File: src/logic/aofc_pkg.sv
// Package: register map, field layout, reset values and pattern codes
package aofc_pkg;
   // ------------------------------------------------------------
   // Register offsets (byte addresses)
   // ------------------------------------------------------------
   localparam logic [7:0] OFS_FRAME_CTL     = 8'h10;
   localparam logic [7:0] OFS_RANGE_REF     = 8'h14;
   localparam logic [7:0] OFS_FRAME_STATUS  = 8'h18;
   // ------------------------------------------------------------
   // Output frame control fields
   // ------------------------------------------------------------
   localparam int         POS_ADDR_EN       = 14;
   localparam int         POS_SUP_SEL       = 12;
   localparam int         POS_IN_SEL        = 10;
   localparam int         POS_RANGE_EN      = 8;
   localparam int         POS_PARITY_APPEND_ENABLE        = 3;
   localparam int         POS_PATTERN       = 0;
   localparam logic [31:0] MASK_FRAME_CTL   = 32'h0000_7D0F;
   localparam logic [31:0] MASK_POR_CTL     = 32'h0000_0008;
   localparam logic [31:0] RST_FRAME_CTL    = 32'h0000_0000;
   // ------------------------------------------------------------
   // Range and reference fields
   // ------------------------------------------------------------
   localparam int         POS_REF_OFF       = 6;
   localparam int         POS_RANGE_CODE    = 0;
   localparam logic [31:0] MASK_RANGE_REF   = 32'h0000_004F;
   localparam logic [31:0] MASK_POR_RANGE   = 32'h0000_000F;
   localparam logic [31:0] RST_RANGE_REF    = 32'h0000_0000;
   // ------------------------------------------------------------
   // Pattern select codes
   // ------------------------------------------------------------
   localparam logic [2:0] PAT_ZEROS         = 3'h4;
   localparam logic [2:0] PAT_ONES          = 3'h5;
   localparam logic [2:0] PAT_ALT1          = 3'h6;
   localparam logic [2:0] PAT_ALT2          = 3'h7;
   // ------------------------------------------------------------
   // Frame sizes
   // ------------------------------------------------------------
   localparam int         CONV_BITS         = 18;
   localparam int         FRAME_MAX         = 32;
   localparam int         FRAME_LEN_W       = 6;
endpackage : aofc_pkg

File: src/logic/aofc_frame_ctrl.sv
// Output frame control: registers, frame assembly and frame FIFO
// Function
// - Reserved bits of output frame control read zero, upper half too.
// - Address-include bit appends the 4-bit device address to frames.
// - Supply alarm select adds high, low, both or no supply flags.
// - Input alarm select adds high, low, both or no input flags.
// - Range-include bit appends the 4-bit range code to frames.
// - Parity enable appends result parity and frame parity at the end.
// - Result parity is even parity over conversion bits only.
// - Frame parity is even over whole frame, excluding result parity.
// - Parity makes each frame two bits longer; host reads more bits.
// - Pattern codes 0xx real data, 100 all zeros, 101 all ones.
// - Code 110 alternates single bits, 111 alternates bit pairs.
// - Output control register is four bytes at 10h to 13h.
// - Register at 14h holds reference disable and range code.
// - Power-on-only fields and the 18h frame count ignore application reset; others clear on both.
// - Reference disable bit clear keeps reference on, set turns it off.
// - Range code top bit clear is bipolar, set is unipolar.
//
// The APB interface to the registers was chosen for this implementation.
`timescale 1ns/10ps
module aofc_frame_ctrl #(
   parameter int CONV_BITS  = aofc_pkg::CONV_BITS,
   parameter int FIFO_DEPTH = 8
) (
   input  wire logic                 clk_i,
   input  wire logic                 srst_i,
   input  wire logic                 app_rst_i,
   input  wire logic                 psel,
   input  wire logic                 penable,
   input  wire logic                 pwrite,
   input  wire logic [7:0]           paddr,
   input  wire logic [31:0]          pwdata,
   input  wire logic [3:0]           pstrb,
   output logic                      pready,
   output logic      [31:0]          prdata,
   output logic                      pslverr,
   input  wire logic [3:0]           device_addr_i,
   input  wire logic                 supply_alarm_high_i,
   input  wire logic                 supply_alarm_low_i,
   input  wire logic                 input_alarm_high_i,
   input  wire logic                 input_alarm_low_i,
   input  wire logic [CONV_BITS-1:0] conv_data_i,
   input  wire logic                 conv_valid_i,
   output logic                      conv_ready_o,
   output logic      [31:0]          frame_data_o,
   output logic      [5:0]           frame_len_o,
   output logic                      frame_valid_o,
   input  wire logic                 frame_ready_i,
   output logic                      internal_reference_off_o,
   output logic      [3:0]           range_code_o,
   output logic                      range_unipolar_o
);
   // ------------------------------------------------------------
   // Input synchronisers for alarm pins
   // ------------------------------------------------------------
   logic [3:0] alarm_meta_reg;
   logic [3:0] alarm_sync_reg;
   always_ff @(posedge clk_i) begin
      if (srst_i) begin
         alarm_meta_reg <= 4'h0;
         alarm_sync_reg <= 4'h0;
      end else begin
         alarm_meta_reg <= {supply_alarm_low_i, supply_alarm_high_i,
                            input_alarm_low_i, input_alarm_high_i};
         alarm_sync_reg <= alarm_meta_reg;
      end
   end
   wire sup_low  = alarm_sync_reg[3];
   wire sup_high = alarm_sync_reg[2];
   wire in_low   = alarm_sync_reg[1];
   wire in_high  = alarm_sync_reg[0];

   // ------------------------------------------------------------
   // APB register file
   // ------------------------------------------------------------
   logic [31:0] frame_ctl_reg;
   logic [31:0] range_ref_reg;
   logic [31:0] frame_cnt_reg;
   wire         wr_en      = psel && penable && pwrite;
   wire         hit_ctl    = (paddr == aofc_pkg::OFS_FRAME_CTL);
   wire         hit_range  = (paddr == aofc_pkg::OFS_RANGE_REF);
   wire         hit_status = (paddr == aofc_pkg::OFS_FRAME_STATUS);
   wire         hit_any    = hit_ctl || hit_range || hit_status;
   wire [31:0]  byte_mask  = {{8{pstrb[3]}}, {8{pstrb[2]}},
                              {8{pstrb[1]}}, {8{pstrb[0]}}};

   function automatic logic [31:0] merge_write(
      input logic [31:0] old_val,
      input logic [31:0] new_val,
      input logic [31:0] lanes,
      input logic [31:0] field_mask
   );
      logic [31:0] sel;
      sel = lanes & field_mask;
      merge_write = (old_val & ~sel) | (new_val & sel);
   endfunction : merge_write

   // Application reset clears only the fields without power-on marking
   function automatic logic [31:0] app_clear(
      input logic [31:0] old_val,
      input logic [31:0] por_mask,
      input logic [31:0] rst_val
   );
      app_clear = (old_val & por_mask) | (rst_val & ~por_mask);
   endfunction : app_clear

   wire [31:0] ctl_next_w = merge_write(frame_ctl_reg, pwdata, byte_mask,
                                        aofc_pkg::MASK_FRAME_CTL);
   wire [31:0] rng_next_w = merge_write(range_ref_reg, pwdata, byte_mask,
                                        aofc_pkg::MASK_RANGE_REF);

   always_ff @(posedge clk_i) begin
      if (srst_i) begin
         frame_ctl_reg <= aofc_pkg::RST_FRAME_CTL;
         range_ref_reg <= aofc_pkg::RST_RANGE_REF;
      end else if (app_rst_i) begin
         frame_ctl_reg <= app_clear(frame_ctl_reg, aofc_pkg::MASK_POR_CTL,
                                    aofc_pkg::RST_FRAME_CTL);
         range_ref_reg <= app_clear(range_ref_reg, aofc_pkg::MASK_POR_RANGE,
                                    aofc_pkg::RST_RANGE_REF);
      end else if (wr_en) begin
         if (hit_ctl) begin
            frame_ctl_reg <= ctl_next_w;
         end
         if (hit_range) begin
            range_ref_reg <= rng_next_w;
         end
      end
   end

   assign pready  = 1'b1;
   assign pslverr = psel && penable && !hit_any;
   always_comb begin
      prdata = 32'h0000_0000;
      if (hit_ctl) begin
         prdata = frame_ctl_reg & aofc_pkg::MASK_FRAME_CTL;
      end else if (hit_range) begin
         prdata = range_ref_reg & aofc_pkg::MASK_RANGE_REF;
      end else if (hit_status) begin
         prdata = frame_cnt_reg;
      end
   end

   // ------------------------------------------------------------
   // Control fields
   // ------------------------------------------------------------
   wire       addr_en   = frame_ctl_reg[aofc_pkg::POS_ADDR_EN];
   wire [1:0] sup_sel   = frame_ctl_reg[aofc_pkg::POS_SUP_SEL +: 2];
   wire [1:0] in_sel    = frame_ctl_reg[aofc_pkg::POS_IN_SEL +: 2];
   wire       range_en  = frame_ctl_reg[aofc_pkg::POS_RANGE_EN];
   wire       parity_append_enable    = frame_ctl_reg[aofc_pkg::POS_PARITY_APPEND_ENABLE];
   wire [2:0] pat_sel   = frame_ctl_reg[aofc_pkg::POS_PATTERN +: 3];
   wire [3:0] range_cd  = range_ref_reg[aofc_pkg::POS_RANGE_CODE +: 4];

   assign internal_reference_off_o = range_ref_reg[aofc_pkg::POS_REF_OFF];
   assign range_code_o             = range_cd;
   assign range_unipolar_o         = range_cd[3];

   // ------------------------------------------------------------
   // Frame assembly
   // ------------------------------------------------------------
   function automatic logic [CONV_BITS-1:0] pattern_word(
      input logic [2:0]           sel,
      input logic [CONV_BITS-1:0] conv
   );
      logic [CONV_BITS-1:0] w;
      w = conv;
      for (int i = 0; i < CONV_BITS; i++) begin
         case (sel)
            aofc_pkg::PAT_ZEROS: w[i] = 1'b0;
            aofc_pkg::PAT_ONES:  w[i] = 1'b1;
            aofc_pkg::PAT_ALT1:  w[i] = i[0];
            aofc_pkg::PAT_ALT2:  w[i] = i[1];
            default:             w[i] = conv[i];
         endcase
      end
      pattern_word = w;
   endfunction : pattern_word

   // Append bits at the low end; result stays right-aligned until frame_msb shifts it to the top
   function automatic logic [31:0] append_bits(
      input logic [31:0] acc,
      input logic [3:0]  bits,
      input int          n
   );
      logic [31:0] r;
      r = acc;
      for (int i = 0; i < 4; i++) begin
         if (i < n) begin
            r = {r[30:0], bits[n-1-i]};
         end
      end
      append_bits = r;
   endfunction : append_bits

   logic [31:0] body;
   logic [5:0]  body_len;
   logic [3:0]  sup_bits;
   logic [3:0]  in_bits;
   int          sup_n;
   int          in_n;
   wire  [CONV_BITS-1:0] conv_word = pattern_word(pat_sel, conv_data_i);
   wire  res_par = ^conv_word;

   always_comb begin
      sup_bits = 4'h0;
      in_bits  = 4'h0;
      sup_n    = 0;
      in_n     = 0;
      case (sup_sel)
         2'h1: begin sup_bits = {3'h0, sup_high}; sup_n = 1; end
         2'h2: begin sup_bits = {3'h0, sup_low};  sup_n = 1; end
         2'h3: begin sup_bits = {2'h0, sup_high, sup_low}; sup_n = 2; end
         default: sup_n = 0;
      endcase
      case (in_sel)
         2'h1: begin in_bits = {3'h0, in_high}; in_n = 1; end
         2'h2: begin in_bits = {3'h0, in_low};  in_n = 1; end
         2'h3: begin in_bits = {2'h0, in_high, in_low}; in_n = 2; end
         default: in_n = 0;
      endcase
      body     = 32'(conv_word);
      body_len = 6'(CONV_BITS);
      if (addr_en) begin
         body     = append_bits(body, device_addr_i, 4);
         body_len = body_len + 6'h04;
      end
      body     = append_bits(body, sup_bits, sup_n);
      body_len = body_len + 6'(sup_n);
      body     = append_bits(body, in_bits, in_n);
      body_len = body_len + 6'(in_n);
      if (range_en) begin
         body     = append_bits(body, range_cd, 4);
         body_len = body_len + 6'h04;
      end
   end

   wire        frm_par   = ^body;
   wire [31:0] with_par  = append_bits(body, {2'h0, res_par, frm_par}, 2);
   wire [31:0] frame_raw = parity_append_enable ? with_par : body;
   wire [5:0]  frame_n   = parity_append_enable ? body_len + 6'h02 : body_len;
   wire [31:0] frame_msb = frame_raw << (6'(aofc_pkg::FRAME_MAX) - frame_n);

   // ------------------------------------------------------------
   // Frame FIFO: frames wait here for the serial shifter
   // ------------------------------------------------------------
   logic [37:0] fifo_out;
   aofc_frame_fifo #(
      .WIDTH (38),
      .DEPTH (FIFO_DEPTH)
   ) u_fifo (
      .clk_i       (clk_i),
      .srst_i      (srst_i),
      .in_data_i   ({frame_n, frame_msb}),
      .in_valid_i  (conv_valid_i),
      .in_ready_o  (conv_ready_o),
      .out_data_o  (fifo_out),
      .out_valid_o (frame_valid_o),
      .out_ready_i (frame_ready_i)
   );
   assign frame_data_o = fifo_out[31:0];
   assign frame_len_o  = fifo_out[37:32];

   always_ff @(posedge clk_i) begin
      if (srst_i) begin
         frame_cnt_reg <= 32'h0000_0000;
      end else if (conv_valid_i && conv_ready_o) begin
         frame_cnt_reg <= frame_cnt_reg + 32'h0000_0001;
      end
   end
endmodule : aofc_frame_ctrl

File: src/logic/aofc_frame_fifo.sv
// Frame FIFO with valid/ready on both sides
`timescale 1ns/10ps
module aofc_frame_fifo #(
   parameter int WIDTH = 38,
   parameter int DEPTH = 8
) (
   input  wire logic             clk_i,
   input  wire logic             srst_i,
   input  wire logic [WIDTH-1:0] in_data_i,
   input  wire logic             in_valid_i,
   output logic                  in_ready_o,
   output logic      [WIDTH-1:0] out_data_o,
   output logic                  out_valid_o,
   input  wire logic             out_ready_i
);
   localparam int AW = $clog2(DEPTH);
   logic [WIDTH-1:0] mem_reg [DEPTH];
   logic [AW-1:0]    wr_ptr_reg;
   logic [AW-1:0]    rd_ptr_reg;
   logic [AW:0]      count_reg;
   wire              push = in_valid_i && in_ready_o;
   wire              pop  = out_valid_o && out_ready_i;

   assign in_ready_o  = (count_reg != (AW+1)'(DEPTH));
   assign out_valid_o = (count_reg != '0);
   assign out_data_o  = mem_reg[rd_ptr_reg];

   always_ff @(posedge clk_i) begin
      if (push) begin
         mem_reg[wr_ptr_reg] <= in_data_i;
      end
   end

   always_ff @(posedge clk_i) begin
      if (srst_i) begin
         wr_ptr_reg <= '0;
         rd_ptr_reg <= '0;
         count_reg  <= '0;
      end else begin
         if (push) begin
            wr_ptr_reg <= (wr_ptr_reg == AW'(DEPTH-1)) ? '0 : wr_ptr_reg + 1'b1;
         end
         if (pop) begin
            rd_ptr_reg <= (rd_ptr_reg == AW'(DEPTH-1)) ? '0 : rd_ptr_reg + 1'b1;
         end
         count_reg <= count_reg + (AW+1)'(push) - (AW+1)'(pop);
      end
   end
endmodule : aofc_frame_fifo

File: config.mk
export PLATFORM = sky130hd
export DESIGN_NAME = aofc_frame_ctrl
export DESIGN_NICKNAME = d
export VERILOG_FILES = /design/src/logic/aofc_pkg.sv /design/src/logic/aofc_frame_ctrl.sv /design/src/logic/aofc_frame_fifo.sv
export SDC_FILE = /design/constraint.sdc
export NUM_CORES = 1
export LEC_CHECK = 0
export BUFFER_PORTS_ARGS = -buffer_cell sky130_fd_sc_hd__buf_2
export CORE_MARGIN = 2
export CORE_UTILIZATION = 40
export CTS_CLUSTER_DIAMETER = 100
export DETAILED_ROUTE_END_ITERATION = 8
export PLACE_DENSITY = 0.56
export SKIP_LAST_GASP = 1
export SYNTH_ARGS = -nofsm -noshare
export SYNTH_HDL_FRONTEND = slang
export SYNTH_SLANG_ARGS = --single-unit
File: constraint.sdc
create_clock -name clk_i -period 8.7 [get_ports clk_i]
set_clock_uncertainty 0.15 [all_clocks]
set_input_delay 1.74 -clock clk_i [delete_from_list [all_inputs] [get_ports clk_i]]
set_output_delay 1.74 -clock clk_i [all_outputs]
set_load 0.05 [all_outputs]
[Word-level counts from Yosys, hierarchy flattened]
Memory sizes are Yosys's and may differ from the RTL's. A register that Yosys moved wholly into a read port is not among the register bits.
Cells that the tools add are included.
Storage, ports and cells
  memories kept: 1
  ROM bits: 0
  bits in registers: 114
  latch bits: 0
  output and inout bits: 80
  input bits: 78
  logic and storage cells: 164
  bits in writable memories: 304
Memories
  u_fifo.mem_reg: words 8, width 38, rd ports 1, clocked after Yosys merged registers in 1, wr ports 1, RTL line aofc_frame_fifo.sv:17  | logic [WIDTH-1:0] mem_reg [DEPTH];
Operators by class
  divide/modulo/power cells: 0
  multiplexer cells: 69
  magnitude comparators: 16
  add/subtract/negate cells: 18
  shifts and indexed selects: 1
  equal/unequal tests: 16
  reductions and logical operators: 24
  bitwise operators: 9
  multipliers: 0
Operators with widths (count)
  $mux W32: 13
  $lt A32 B4 Y1 const B: 8
  $lt A3 B32 Y1 const A: 4
  $sub A32 B2 Y32 const B: 4
  $sub A32 B3 Y32 const B: 4
  $and A32 B32 Y32: 2
  $lt A1 B32 Y1 const A: 2
  $lt A2 B32 Y1 const A: 2
  $or A32 B32 Y32: 2
  $pmux W1 S2: 18
  $add A32 B1 Y32 const B: 1
  $and A32 B15 Y32: 1
  $and A32 B7 Y32: 1
  $not A15 Y32: 1
  $not A7 Y32: 1
  $reduce_xor A32 Y1: 1
  $shl A32 B6 Y32: 1
  $eq A8 B5 Y1 const B: 3
  $mux W22: 1
  $eq A3 B3 Y1 const B: 6
  $mux W1: 18
  $reduce_xor A18 Y1: 1
  $bmux W1 S2: 8
  $mux W3: 5
  22 further kinds: 45

[Depth between registers and ports, before layout]
  depth after elaboration: 19
  depth in mapped cells: 21
  depth with buffers taken out: 20

[By module]
A second synthesis with hierarchy kept.
Unflattened totals
  cells, all modules: 1805
  area, all modules: 21355.5 µm²
Modules (own cells, without submodules)
  aofc_frame_fifo: seq. area each 9389.0 µm², area each 12106.6 µm², cells each 515, times used 1
  aofc_frame_ctrl: seq. area each 1101.1 µm², area each 9248.9 µm², cells each 1290, times used 1

[Worst setup path before layout]
Ideal clock, no wire load.
  path type: input -> register
  from: in conv_valid_i
  to: mem u_fifo.mem_reg[0][0] (enable)
  setup time: 0.528 ns
  stages on the path: 3
  path buffers: 1
  slack: 2.375 ns
  arrival time: 5.647 ns
  cell sequence: nand2_1 -> clkbuf_1 -> nor4_1
On the way
  cells in the longest elaborated chain, start to end: 3
Ends and longest elaborated chain
  start, declared: RTL line aofc_frame_ctrl.sv:44  | input wire logic conv_valid_i,
  $logic_and A1 B1 Y1: RTL line aofc_frame_fifo.sv:21  | wire push = in_valid_i && in_ready_o;
  $mux W1: RTL line aofc_frame_fifo.sv:29  | if (push) begin
  $mux W1 (not written as such): RTL line aofc_frame_fifo.sv:30  | mem_reg[wr_ptr_reg] <= in_data_i;
  end, declared: RTL line aofc_frame_fifo.sv:17
No other way between the ends.

==> results.sh <==
export IMPL_status="completed"
export IMPL_r2r_setup_slack_ns=1.45
export IMPL_critPathLaunchType="flop"
export IMPL_nets=2097
export IMPL_fillCellCount=5007
export IMPL_seqCellArea_um2=10500
export IMPL_die_x_um=237
export IMPL_start_util_pct=40.4
export IMPL_routabilityCongestion=0.944
export IMPL_vdd_ir_drop_max_mv=0.142
export IMPL_htree_levels=2
export IMPL_finalSetupTns_ns=0
export IMPL_largest_register_ffs=304
export IMPL_drt_iter0_drc=1361
export IMPL_drive_gt1_share_pct=21.8
export IMPL_cts_hold_buf=0
export IMPL_criticalPathCategory="flop to flop"
export IMPL_maxSlewHeadroom_pct=16.3
export IMPL_grt_pass1_wl_um=91500
export IMPL_syn_to_final_growth_pct=12.0
export IMPL_dpl_hpwl_um=39700
export IMPL_finalMaxSlewViolations=0
export IMPL_synth_largest_area_cell="edfxtp_1"
export IMPL_ios=158
export IMPL_crit_slowest_cell="o31ai_1"
export IMPL_total_power_mw=4.68
export IMPL_netlist_area_um2=21700
export IMPL_clk_pin_slew_ns=0.05
export IMPL_ant_nets=0
export IMPL_via_per_inst=5.84
export IMPL_grt_pass1_vias=15644
export IMPL_cp_top_family="compound AO/OA/AOI/OAI gates"
export IMPL_via_count=15843
export IMPL_async_flop_share_pct=0
export IMPL_avgSynthCellArea_um2=11.5
export IMPL_die_h_um=237
export IMPL_fmax_mhz=138
export IMPL_num_rows=85
export IMPL_final_cell_mix="edfxtp_1 (304), nor2_1 (198), nand2_1 (148)"
export IMPL_fin_cells=2711
export IMPL_track_usage_pct=20.7
export IMPL_grt_max_degree=60
export IMPL_required_ns=8.77
export IMPL_placedCellCount=2644
export IMPL_finalHoldViolCount=0
export IMPL_cts_tree="built"
export IMPL_core_um2=53800
export IMPL_cap_violations=0
export IMPL_globalRouteOverflowTotal=0
export IMPL_multiInputGateArea_um2=10600
export IMPL_drt_total_wl_um=58300
export IMPL_cts_resized_gates=0
export IMPL_worstMarginPinSlew_ns=1.24
export IMPL_crit_end="u_fifo.mem_reg[7][31]"
export IMPL_critical_path_endpoint_type="flop"
export IMPL_yosys_warnings=0
export IMPL_root_buffer="clkbuf_16"
export IMPL_clock_latency_ns=0.55
export IMPL_io_buffers=133
export IMPL_numCtsBuffers=39
export IMPL_yosysUniqueCellTypes=105
export IMPL_rsz0062_at_grt="false"
export IMPL_cts_sinks=372
export IMPL_drcViolationCount=0
export IMPL_clock_path_buffers=3
export IMPL_yosys_most_used_dff="edfxtp_1"
export IMPL_crit_path_max_incr_delay_ns=0.81
export IMPL_cp_max_fo=19
export IMPL_postLayoutCellArea_um2=24400
export IMPL_synth_enable_flop_cells=304
export IMPL_critical_path_depth=19
export IMPL_wire_per_inst_um=21.5
export IMPL_grt_antenna_before_repair=0
export IMPL_placed_cell_area_um2=23100
export IMPL_crit_buf_inv=2
export IMPL_final_core_util_pct=45.3
export IMPL_fin_crit_sh_pct=83.3
export IMPL_worstReg2RegEnd="u_fifo.mem_reg[7][31]"
export IMPL_finalCriticalPeriod_ns=7.25
export IMPL_firstDrtPassIters=6
export IMPL_finalSetupViolations=0
export IMPL_p_per_area_nw_per_um2=192
export IMPL_synth_area_leaders="edfxtp_1 (42%), mux4_2 (8.4%), dfxtp_1 (6.3%), mux2i_1 (5.0%), mux2_2 (3.9%)"
export IMPL_mappedNetlistNets=2006
export IMPL_arrival_ns=7.32
export IMPL_hold_path_class="flop to flop"
export IMPL_layout_commonest_cell="edfxtp_1"
export IMPL_seq_area_frac_synth_pct=48.2
export IMPL_postCtsSetupRepairBufs=0
export IMPL_die_area_um2=56200
export IMPL_num_antenna_cells=0
export IMPL_synth_top_area_share_pct=42.0
export IMPL_synth_cells=1898
export IMPL_p_leak_nw=8.29
export IMPL_synth_seq_cells=372
export IMPL_reg2regPathDepth=19
export IMPL_path_cells="inv_1 -> ha_1 -> nand2_1 -> buf_4 -> a21oi_1 -> a211oi_1 -> nor4_1 -> nand2_1 -> o311ai_1 -> a21boi_2 -> o221a_2 -> xnor3_1 -> xnor2_1 -> xnor3_1 -> xnor3_2 -> a31oi_4 -> a21oi_2 -> a311oi_1 -> o31ai_1"
==> worst reg2reg max path, delay by kind of cell, from the launching register on <==
family,cells,cell delay (ns)
AOI/OAI and AO/OA,9,2.69
xor gates and xnor gates,4,1.31
adders and majority gates,1,0.70
buffers and inverters,2,0.42
DFF,1,0.45
and+or+nand+nor,3,1.20
==> worst min path at each step <==
stage,from,to,cells after the start
floorplan,alarm_meta_reg[0],alarm_sync_reg[0],1
global placement,alarm_meta_reg[3],alarm_sync_reg[3],1
detailed placement,alarm_meta_reg[3],alarm_sync_reg[3],1
CTS,alarm_meta_reg[3],alarm_sync_reg[3],1
global route,alarm_meta_reg[3],alarm_sync_reg[3],1
finish,alarm_meta_reg[3],alarm_sync_reg[3],1
==> logic make-up after synthesis <==
logic type | count (synthesis) | synth area share, %
muxes | 269 | 17.6
adders and majority gates | 30 | 1.80
buffers and inverters | 160 | 3.15
xor gates and xnor gates | 88 | 3.97
and+or+nand+nor | 579 | 12.5
AOI/OAI and AO/OA | 399 | 12.7
other | 1 | 0.0172
DFF | 372 | 48.2
==> metrics by stage <==
stage / setup WS [ns] / hold WS (ns)
after CTS: 1.53 / 0.288
final: 1.45 / 0.283
after detailed placement: 1.10 / 0.276
after floorplan: 2.38 / 0.264
after global placement: 1.21 / 0.275
after global routing: 0.971 / 0.304
==> report_power, final <==
group	leakage (nW)	internal (mW)	total (mW)	switching, mW
clock network	0.601	0.950	1.61	0.665
logic	4.55	0.375	0.996	0.621
registers	3.13	2.01	2.07	0.0628
total	8.29	3.34	4.68	1.35
==> cell usage after synthesis, types with 28 or more instances <==
cell	count
o21ai_0	59
nor2_1	201
xor2_1	43
edfxtp_1	304
inv_1	30
clkbuf_1	69
ha_1	28
nand3_1	42
mux2i_1	109
nor3_1	32
mux2_2	75
and2_1	29
a211oi_1	36
dfxtp_1	68
xnor2_1	38
a21oi_1	111
nand2_1	148
mux4_2	81
==> cell type report <==
cell class                      count  area share, %
Multi-Input combinational cell   1366           43.7
Sequential cell                   372           43.1
Clock buffer                       48           4.15
Timing Repair Buffer              174           4.00
Tap cell                          696           3.58
Clock inverter                     19          0.915
Inverter                           36          0.555
==> routing by layer <==
metal  part of all wire [%]  wire length, µm  global-route usage, %
met4                    2.4             1380                   5.66
met5                      0                0                      0
met3                    5.6             3280                   3.16
met1                     46            26600                   29.1
met2                     46            27000                   33.5
Note: power is estimated with default switching activity, not from simulation.
